`src/verilog/clock_output_control_map.vh`:
```
// register offsets, field positions, reset values and timing for the clock output control bytes
// assumes byte-wide access with a seven-bit offset from the serial command byte
`ifndef CLOCK_OUTPUT_CONTROL_MAP_VH
`define CLOCK_OUTPUT_CONTROL_MAP_VH

// byte offsets (command byte bits 6..0)
`define OFS_PAIR_PD_DRIVE 7'h02
`define OFS_BUS_STOP_EN 7'h03
`define OFS_USB_FREERUN 7'h04
`define OFS_MID_FREQ_EN 7'h05
`define OFS_MODE_REF 7'h06
`define OFS_MAKER_REV 7'h07

// command byte: upper three bits mark a byte operation
`define CMD_BYTE_OP_MASK 8'hE0
`define CMD_BYTE_OP_CODE 8'h80

// reset values
`define RST_PAIR_PD_DRIVE 8'h00
`define RST_BUS_STOP_EN 8'hFF
`define RST_USB_FREERUN 8'h47
`define RST_MID_FREQ_EN 8'hDF
`define RST_MODE_REF 8'h03

// writable bit masks; reserved bits read as zero
`define WMASK_PAIR_PD_DRIVE 8'hF8
`define WMASK_MODE_REF 8'hB7

// byte 2 fields
`define B2_SRC_PD_TRI 7
`define B2_SRC_STOP_TRI 6
`define B2_CPU_PD_TRI_HI 5
`define B2_CPU_PD_TRI_LO 3
// byte 3 fields
`define B3_SW_STOP_EN 7
`define B3_BUS_EN_HI 6
// byte 4 fields
`define B4_USB_NORMAL_DRIVE 7
`define B4_USB_EN 6
`define B4_FREERUN_STOPPABLE_HI 5
`define B4_FREERUN_STOPPABLE_LO 3
`define B4_FREERUN_EN_HI 2
// byte 5 fields
`define B5_DISPLAY_EN 7
`define B5_CPU3_EN 6
`define B5_VIDEO_MODE 5
`define B5_SIXTY_SIX_EN_HI 4
// byte 6 fields
`define B6_TEST_CLOCK 7
`define B6_FREQ_SEL_TEST 5
`define B6_SRC_200MHZ 4
`define B6_SPREAD_ON 2
`define B6_REF_EN_HI 1

// input filter length
`define PIN_SYNC_STAGES 3

`endif

```
`src/verilog/clock_output_control_regs.v`:
```
// control and identification bytes 2..7 of a multi-output clock synthesizer, with output gating
// assumes a serial protocol engine hands over decoded single-byte writes and reads
// Operation
// RULE1: each power-down drive bit (pair bit 7, cpu pairs bits 5..3 of byte 2) floats the pair in power-down when set; bit 5 also floats cpu pair 3.
// RULE2: byte 2 bit 6 set floats the serial reference pair while the halt is active, else it stays driven.
// RULE3: byte 3 bit 7 (reset 1) lets the software halt stop enabled bus clocks on clean boundaries; when 0 only the pin does.
// RULE4: byte 3 bits 6..0 enable bus clocks 6..0, all enabled after reset.
// RULE5: byte 4 bit 7 picks high drive at 0 for the usb clock, bit 6 enables it.
// RULE6: byte 4 bits 2..0 enable the free-running bus clocks, all enabled after reset.
// RULE7: byte 4 bits 5..3 make each free-running bus clock stop with the halt pin when set, free after reset.
// RULE8: byte 5 bit 6 enables cpu pair 3, floated when 0, enabled after reset.
// RULE9: byte 5 bit 5 selects 66 MHz at 0 or the 48 MHz video mode at 1 on the shared output.
// RULE10: byte 6 bit 5 puts the frequency-select inputs in test mode when set.
// RULE11: byte 6 bit 4 picks 100 MHz at 0 or 200 MHz at 1 for the serial reference pair.
// RULE12: byte 6 bit 2 turns spread spectrum on, off after reset.
// RULE13: display, 66 MHz and reference enables are active high and reset to 1.
// RULE14: byte 6 bit 7 enables test clock mode; bits 6 and 3 are reserved and read zero.
// RULE15: byte 7 is read-only, revision code high nibble and vendor code low nibble.
// RULE16: access is one byte per transaction, the command byte 100xxxxx marks it and bits 6..0 give the offset.
// RULE17: a driven cpu pair in power-down holds true high at twice the current and leaves complement undriven.
`timescale 1ns/100ps
`default_nettype none
`include "clock_output_control_map.vh"
module clock_output_control_regs #(
  parameter [3:0] REVISION_CODE = 4'h5, // arbitrary value
  parameter [3:0] VENDOR_CODE = 4'hA, // arbitrary value
  parameter BUS_CLOCKS = 7,
  parameter FREERUN_CLOCKS = 3,
  parameter CPU_PAIRS = 4
) (
  // clock and reset
  input wire clk,
  input wire rst,
  // byte access from the serial engine
  input wire [7:0] command,
  input wire writeStrobe,
  input wire [7:0] writeData,
  input wire readStrobe,
  output reg [7:0] readData,
  output reg readValid,
  output wire commandAccepted,
  // pins
  input wire power_down_pin,
  input wire bus_clock_halt_pin,
  // per-output bus clock gating
  output reg [BUS_CLOCKS-1:0] busClockRun,
  output reg [BUS_CLOCKS-1:0] busClockEnable,
  output reg [FREERUN_CLOCKS-1:0] freerunBusClockRun,
  // cpu pairs
  output wire [CPU_PAIRS-1:0] cpuTrueOe,
  output wire [CPU_PAIRS-1:0] cpuCompOe,
  output wire [CPU_PAIRS-1:0] cpuTrueHoldHigh,
  output wire [CPU_PAIRS-1:0] cpuDoubleCurrent,
  // serial reference pair
  output wire srcTrueOe,
  output wire srcCompOe,
  output wire srcTrueHoldHigh,
  output wire srcDoubleCurrent,
  output reg srcFreq200,
  // other output controls
  output reg usbEnable,
  output reg usbHighDrive,
  output reg display48Enable,
  output reg [4:0] sixtySixEnable,
  output reg video48Mode,
  output reg [1:0] refEnable,
  output reg freqSelectTest,
  output reg spreadOn,
  output reg testClockMode
);
  reg [7:0] pairPdDrive;
  reg [7:0] busStopEnable;
  reg [7:0] usbFreerun;
  reg [7:0] midFreqEnable;
  reg [7:0] modeRef;
  wire powerDown;
  wire haltPin;
  wire haltActive;
  wire powerDownN;
  wire haltPinN;
  wire [5:0] byteSel;
  reg [7:0] readMux;
  reg haltAligned;
  wire [CPU_PAIRS-1:0] cpuEnable;
  wire [CPU_PAIRS-1:0] cpuPdTri;

  // command byte check
  function isByteOp;
    input [7:0] cmd;
    begin
      isByteOp = ((cmd & `CMD_BYTE_OP_MASK) == `CMD_BYTE_OP_CODE);
    end
  endfunction

  // one-hot pick of the addressed byte: bytes 2..7 from bit 0 up
  function [5:0] byteSelect;
    input [7:0] cmd;
    begin
      byteSelect = 6'h00;
      if (isByteOp(cmd)) begin
        case (cmd[6:0])
          `OFS_PAIR_PD_DRIVE: byteSelect = 6'h01;
          `OFS_BUS_STOP_EN: byteSelect = 6'h02;
          `OFS_USB_FREERUN: byteSelect = 6'h04;
          `OFS_MID_FREQ_EN: byteSelect = 6'h08;
          `OFS_MODE_REF: byteSelect = 6'h10;
          `OFS_MAKER_REV: byteSelect = 6'h20;
          default: byteSelect = 6'h00;
        endcase
      end
    end
  endfunction

  assign byteSel = byteSelect(command); // RULE16
  assign commandAccepted = isByteOp(command); // RULE16

  // pins are active low
  pin_sync #(.RESET_LEVEL(1'b1)) pdSync (
    .clk(clk),
    .rst(rst),
    .pinIn(power_down_pin),
    .level(powerDownN)
  );
  pin_sync #(.RESET_LEVEL(1'b1)) haltSync (
    .clk(clk),
    .rst(rst),
    .pinIn(bus_clock_halt_pin),
    .level(haltPinN)
  );
  assign powerDown = !powerDownN;
  assign haltPin = !haltPinN;
  // software stop: halt reaches bus clocks one registered step later, never mid-pulse
  always @(posedge clk) begin
    if (rst)
      haltAligned <= 1'b0;
    else
      haltAligned <= haltPin;
  end
  // stop bit clear: the pin alone halts, straight through
  assign haltActive = busStopEnable[`B3_SW_STOP_EN] ? haltAligned : haltPin; // RULE3

  // register writes
  always @(posedge clk) begin
    if (rst) begin
      pairPdDrive <= `RST_PAIR_PD_DRIVE;
      busStopEnable <= `RST_BUS_STOP_EN;
      usbFreerun <= `RST_USB_FREERUN;
      midFreqEnable <= `RST_MID_FREQ_EN;
      modeRef <= `RST_MODE_REF;
    end else if (writeStrobe) begin // RULE16
      if (byteSel[0])
        pairPdDrive <= writeData & `WMASK_PAIR_PD_DRIVE; // RULE1
      if (byteSel[1])
        busStopEnable <= writeData; // RULE4
      if (byteSel[2])
        usbFreerun <= writeData; // RULE6
      if (byteSel[3])
        midFreqEnable <= writeData; // RULE13
      if (byteSel[4])
        modeRef <= writeData & `WMASK_MODE_REF; // RULE14
      // identification byte (byteSel[5]) has no write path
    end
  end

  // read-back value of the addressed byte; unmapped offsets read zero
  always @* begin
    case (byteSel)
      6'h01: readMux = pairPdDrive;
      6'h02: readMux = busStopEnable;
      6'h04: readMux = usbFreerun;
      6'h08: readMux = midFreqEnable;
      6'h10: readMux = modeRef;
      6'h20: readMux = {REVISION_CODE, VENDOR_CODE}; // RULE15
      default: readMux = 8'h00;
    endcase
  end

  // register reads
  always @(posedge clk) begin
    if (rst) begin
      readData <= 8'h00;
      readValid <= 1'b0;
    end else begin
      readValid <= readStrobe && commandAccepted; // RULE16
      if (readStrobe && commandAccepted)
        readData <= readMux;
    end
  end

  // bus clock gating
  genvar i;
  generate
    for (i = 0; i < BUS_CLOCKS; i = i + 1) begin : busGate
      always @(posedge clk) begin
        if (rst) begin
          busClockEnable[i] <= 1'b1;
          busClockRun[i] <= 1'b1;
        end else begin
          busClockEnable[i] <= busStopEnable[i]; // RULE4
          busClockRun[i] <= busStopEnable[i] && !haltActive && !powerDown; // RULE3
        end
      end
    end
    for (i = 0; i < FREERUN_CLOCKS; i = i + 1) begin : freeGate
      always @(posedge clk) begin
        if (rst)
          freerunBusClockRun[i] <= 1'b1;
        else
          freerunBusClockRun[i] <= usbFreerun[i] && !powerDown && // RULE6
            !(usbFreerun[`B4_FREERUN_STOPPABLE_LO + i] && haltPin); // RULE7
      end
    end
  endgenerate

  // cpu pairs
  assign cpuEnable = {midFreqEnable[`B5_CPU3_EN], {(CPU_PAIRS-1){1'b1}}}; // RULE8
  assign cpuPdTri = {pairPdDrive[`B2_CPU_PD_TRI_HI],
                     pairPdDrive[`B2_CPU_PD_TRI_HI:`B2_CPU_PD_TRI_LO]}; // RULE1
  generate
    for (i = 0; i < CPU_PAIRS; i = i + 1) begin : cpuPair
      pair_drive_ctrl pairCtl (
        .clk(clk),
        .rst(rst),
        .enable(cpuEnable[i]),
        .powerDown(powerDown),
        .pdTristate(cpuPdTri[i]), // RULE1
        .halted(1'b0),
        .haltTristate(1'b0),
        .trueOe(cpuTrueOe[i]),
        .compOe(cpuCompOe[i]),
        .trueHoldHigh(cpuTrueHoldHigh[i]), // RULE17
        .doubleCurrent(cpuDoubleCurrent[i]) // RULE17
      );
    end
  endgenerate

  pair_drive_ctrl srcPair (
    .clk(clk),
    .rst(rst),
    .enable(1'b1),
    .powerDown(powerDown),
    .pdTristate(pairPdDrive[`B2_SRC_PD_TRI]), // RULE1
    .halted(haltPin),
    .haltTristate(pairPdDrive[`B2_SRC_STOP_TRI]), // RULE2
    .trueOe(srcTrueOe),
    .compOe(srcCompOe),
    .trueHoldHigh(srcTrueHoldHigh),
    .doubleCurrent(srcDoubleCurrent)
  );

  // static output controls
  always @(posedge clk) begin
    if (rst) begin
      usbEnable <= 1'b1;
      usbHighDrive <= 1'b1;
      display48Enable <= 1'b1;
      sixtySixEnable <= 5'h1F;
      video48Mode <= 1'b0;
      refEnable <= 2'h3;
      freqSelectTest <= 1'b0;
      spreadOn <= 1'b0;
      testClockMode <= 1'b0;
      srcFreq200 <= 1'b0;
    end else begin
      usbEnable <= usbFreerun[`B4_USB_EN]; // RULE5
      usbHighDrive <= !usbFreerun[`B4_USB_NORMAL_DRIVE]; // RULE5
      display48Enable <= midFreqEnable[`B5_DISPLAY_EN]; // RULE13
      sixtySixEnable <= midFreqEnable[`B5_SIXTY_SIX_EN_HI:0]; // RULE13
      video48Mode <= midFreqEnable[`B5_VIDEO_MODE]; // RULE9
      refEnable <= modeRef[`B6_REF_EN_HI:0]; // RULE13
      freqSelectTest <= modeRef[`B6_FREQ_SEL_TEST]; // RULE10
      spreadOn <= modeRef[`B6_SPREAD_ON]; // RULE12
      testClockMode <= modeRef[`B6_TEST_CLOCK]; // RULE14
      srcFreq200 <= modeRef[`B6_SRC_200MHZ]; // RULE11
    end
  end
endmodule // clock_output_control_regs
`default_nettype wire

```
`src/verilog/pin_sync.v`:
```
// three-stage synchroniser for a pin input; a change counts once stages two and three agree
// assumes one clock domain, synchronous active-high reset
`timescale 1ns/100ps
`default_nettype none
module pin_sync #(
  parameter RESET_LEVEL = 1'b1
) (
  // clock and reset
  input wire clk,
  input wire rst,
  // pin and filtered level
  input wire pinIn,
  output reg level
);
  reg stage1;
  reg stage2;
  reg stage3;

  always @(posedge clk) begin
    if (rst) begin
      stage1 <= RESET_LEVEL;
      stage2 <= RESET_LEVEL;
      stage3 <= RESET_LEVEL;
      level <= RESET_LEVEL;
    end else begin
      stage1 <= pinIn;
      stage2 <= stage1;
      stage3 <= stage2;
      if (stage2 == stage3)
        level <= stage3;
    end
  end
endmodule // pin_sync
`default_nettype wire

```
`src/verilog/pair_drive_ctrl.v`:
```
// drive decision for one differential clock pair
// assumes power-down and halt levels already synchronised
`timescale 1ns/100ps
`default_nettype none
module pair_drive_ctrl (
  // clock and reset
  input wire clk,
  input wire rst,
  // conditions
  input wire enable,
  input wire powerDown,
  input wire pdTristate,
  input wire halted,
  input wire haltTristate,
  // pad controls
  output reg trueOe,
  output reg compOe,
  output reg trueHoldHigh,
  output reg doubleCurrent
);
  always @(posedge clk) begin
    if (rst) begin
      trueOe <= 1'b0;
      compOe <= 1'b0;
      trueHoldHigh <= 1'b0;
      doubleCurrent <= 1'b0;
    end else if (!enable) begin
      trueOe <= 1'b0;
      compOe <= 1'b0;
      trueHoldHigh <= 1'b0;
      doubleCurrent <= 1'b0;
    end else if (powerDown) begin
      // parked: true held high at twice the current, complement undriven; pdTristate set floats both
      trueOe <= !pdTristate;
      compOe <= 1'b0;
      trueHoldHigh <= !pdTristate;
      doubleCurrent <= !pdTristate;
    end else if (halted) begin
      trueOe <= !haltTristate;
      compOe <= !haltTristate;
      trueHoldHigh <= 1'b0;
      doubleCurrent <= 1'b0;
    end else begin
      trueOe <= 1'b1;
      compOe <= 1'b1;
      trueHoldHigh <= 1'b0;
      doubleCurrent <= 1'b0;
    end
  end
endmodule // pair_drive_ctrl
`default_nettype wire

```
`config.mk`:
```
export PLATFORM = sky130hd
export DESIGN_NAME = clock_output_control_regs
export DESIGN_NICKNAME = d
export VERILOG_FILES = /design/src/verilog/clock_output_control_regs.v /design/src/verilog/pin_sync.v /design/src/verilog/pair_drive_ctrl.v
export VERILOG_INCLUDE_DIRS = /design/src /design/src/verilog
export SDC_FILE = /design/constraint.sdc
export NUM_CORES = 1
export LEC_CHECK = 0
export CAP_MARGIN = 10
export CORE_ASPECT_RATIO = 0.75
export CORE_MARGIN = 1
export CORE_UTILIZATION = 35
export DETAILED_ROUTE_END_ITERATION = 7
export DONT_BUFFER_PORTS = 1
export GPL_TIMING_DRIVEN = 0
export REMOVE_ABC_BUFFERS = 1
export SYNTH_ARGS = -nofsm -noshare
export SYNTH_HDL_FRONTEND = slang
export SYNTH_SLANG_ARGS = --single-unit
```
`constraint.sdc`:
```
create_clock -name clk -period 2.04 [get_ports clk]
set_input_delay 0.612 -clock clk [delete_from_list [all_inputs] [get_ports clk]]
set_output_delay 0.612 -clock clk [all_outputs]
set_load 0.02 [all_outputs]
```
==> out/summary.txt <==
Final wirelength = 7.67 mm
Multi-input logic area = 1330 um2
Gr usage total = 0.153
Vias in the first global route = 2112
Crit path max fanout = 4
Drt wl/cell = 16.7 um
Final Hold Viols = 0
Top cell type's share of synthesized area = 0.553
PD cells = 958 nW/um2
Crit start category = input port
Worst clock skew = 0.00751 ns
Dominant cell type by area after synthesis = dfxtp_1
Main synth FF type = dfxtp_1
Port buffer count = 0
P&R area growth vs syn = 6.60%
Critical Path End Type = output port
Share of cells above drive strength 1 = 0.143
Hold-fix buffers, CTS = 0
Drt drc = 0
Reg clk slew, reported paths = 0.06 ns
Synth Warn # = 0
Synth cell count leaders = 98 x dfxtp_1, 41 x nor2_1, 20 x or2_2, 18 x buf_4
Synth Register Bits = 98
Bufs and invs on worst path = 0
Maximum clock rate = 0.509 GHz
FF/Latch Area = 1960 um2
IO Pins = 84
Die Area = 10500 um2
Status = completed
Ys async rst share = 0
Post-synth cell types = 41
Iteration-0 DRC Markers = 188
Crit path required time = 1.43 ns
Signal arrival time at the worst endpoint = 1.35 ns
H-Tree Depth = 3
Power, Total = 3.62 mW
Vias = 2260
Initial cell density of the core = 0.364
Post-CTS setup-driven buffer insertion count = 0
Clk buf depth = 2
Min cycle time layout = 1.96 ns
WS Path Type = in2out
# rows = 31
Fin. max-slew vios = 0
Pin count of the biggest net entering global routing = 88
Die Wd = 118 um
Largest cells by area after synthesis = dfxtp_1 55%, nor2_1 4.3%, mux2i_1 4.2%
Fillcell total = 937
Initial antenna violation count = 0
GP Congestion = 0.768
Unrepaired setup endpoints after global routing = no
Final Cycle Share = 0.963
Clock root cell = clkbuf_16
Final setup fails = 0
Worst path max stage delay = 0.74 ns
VDD IR max = 0.437 mV
DR pass1 iterations = 5
Clock latency on the worst-skew pair = 0.34 ns
Core Region = 9740 um2
Number of CTS-inserted buffers = 9
EDFF count, synth = 0
Clock sinks = 98
P_leak = 1.40 nW
Vias per cell = 4.91
Nets = 345
Top-count cell post-synth = dfxtp_1
Die Ht = 89.2 um
Max Cap Viol = 0
Global-route wire length before repair = 12.0 mm
Sequential area share after synthesis = 0.553
Syn Inst Count = 349
Crit-path cells = nor3b_1
Type of the most critical hold path = in2reg
Netlist Area Pre-Place = 3550 um2
Relative slew slack = 0.381
Dpl hpwl = 5.17 mm
Final cell utilization of the core = 0.388
Largest delay share family, worst path = simple AND/OR/NAND/NOR gates
N_diodes = 0
Slowest CP cell = nor3b_1
CTS tree = yes
Grt total ovfl = 0
Remaining antenna violation count = 0
Syn Area/Cell = 10.2 um2
Worst-Margin Slew = 0.927 ns
## per-stage QoR
| stage | instances | TNS, ns | instance area, um2 | hold WS [ns] | setup WS, ns |
|---|---|---|---|---|---|
| final | 460 | 0 | 3780 | 0.358 | 0.0761 |
| after global routing | 460 | 0 | 3780 | 0.332 | 0.0106 |
| after CTS | 460 | 0 | 3780 | 0.325 | 0.0839 |
| after detailed placement | 444 | -2.82 | 3490 | 0.394 | -0.221 |
| after global placement | 444 | -2.63 | 3490 | 0.394 | -0.193 |
| after floorplan | 312 | 0 | 3330 | 0.382 | 0.0920 |
## kinds of logic (layout without fill, tap and decap cells)
| kind of cell | Yosys count | after routing | share of synthesized area |
|---|---|---|---|
| simple gates | 117 | 117 | 0.178 |
| mux | 21 | 21 | 0.0614 |
| compound gates | 65 | 65 | 0.133 |
| flops | 98 | 98 | 0.553 |
| buf+inv | 48 | 27 | 0.0737 |
## final timing paths
path,start,cells after the start,slack (ns),to
setup / recovery,command[5],1,0.08,commandAccepted
hold / removal,rst,1,0.36,haltAligned$_SDFF_PP0_
hold reg to reg,haltSync.stage1$_SDFF_PP1_,1,0.41,haltSync.stage2$_SDFF_PP1_
setup reg to reg,pdSync.level$_SDFFE_PP1N_,3,0.39,busClockRun[6]$_SDFF_PP1_
## state kept, by name (all words and copies together) (netlist names), 4 cells and up
| name | flops |
|---|---|
| busStopEnable | 8 |
| midFreqEnable | 8 |
| readData | 8 |
| usbFreerun | 8 |
| busClockEnable | 7 |
| busClockRun | 7 |
| modeRef | 6 |
| pairPdDrive | 5 |
| sixtySixEnable | 5 |
| cpuPair.pairCtl.trueHoldHigh | 4 |
| cpuPair.pairCtl.trueOe | 4 |
## placed cells by master, fill, tap and decap left out, types with 4 or more instances in the layout
cell / instances
dfxtp_1: 98
nor2_1: 41
or2_2: 20
nor2b_1: 15
a211o_1: 15
mux2i_1: 15
a21oi_1: 13
nand2_1: 12
inv_1: 11
clkbuf_16: 9
o21ai_0: 8
a21o_1: 7
mux2_2: 6
nor3_1: 6
nand2b_1: 5
and2_1: 4
a32o_1: 4
## power by group
part / switching (mW) / internal, mW / total [mW]
Clock: 0.675 / 0.923 / 1.60
Combinational: 0.0338 / 0.0365 / 0.0703
Sequential: 0.0251 / 1.93 / 1.96
Total: 0.734 / 2.89 / 3.62
## what timing repair did
action,4_1_cts,5_1_grt
hold endpoints to repair,0,0
gates resized for setup,1,0
endpoints found under the setup margin,7,0
## layout make-up
| cell class | instances | share of cell area |
|---|---|---|
| multi-input combinational | 203 | 0.351 |
| clock buffer | 14 | 0.0725 |
| tap | 132 | 0.0437 |
| clock inverter | 2 | 0.00265 |
| sequential | 98 | 0.519 |
| inverter | 11 | 0.0109 |
## per-layer routing
metal | track usage | share of wire
met5 | 0 | 0
met4 | 0.0455 | 0.0094
met3 | 0.0746 | 0.087
met2 | 0.220 | 0.41
met1 | 0.203 | 0.49
(Power assumes the default switching activity.)
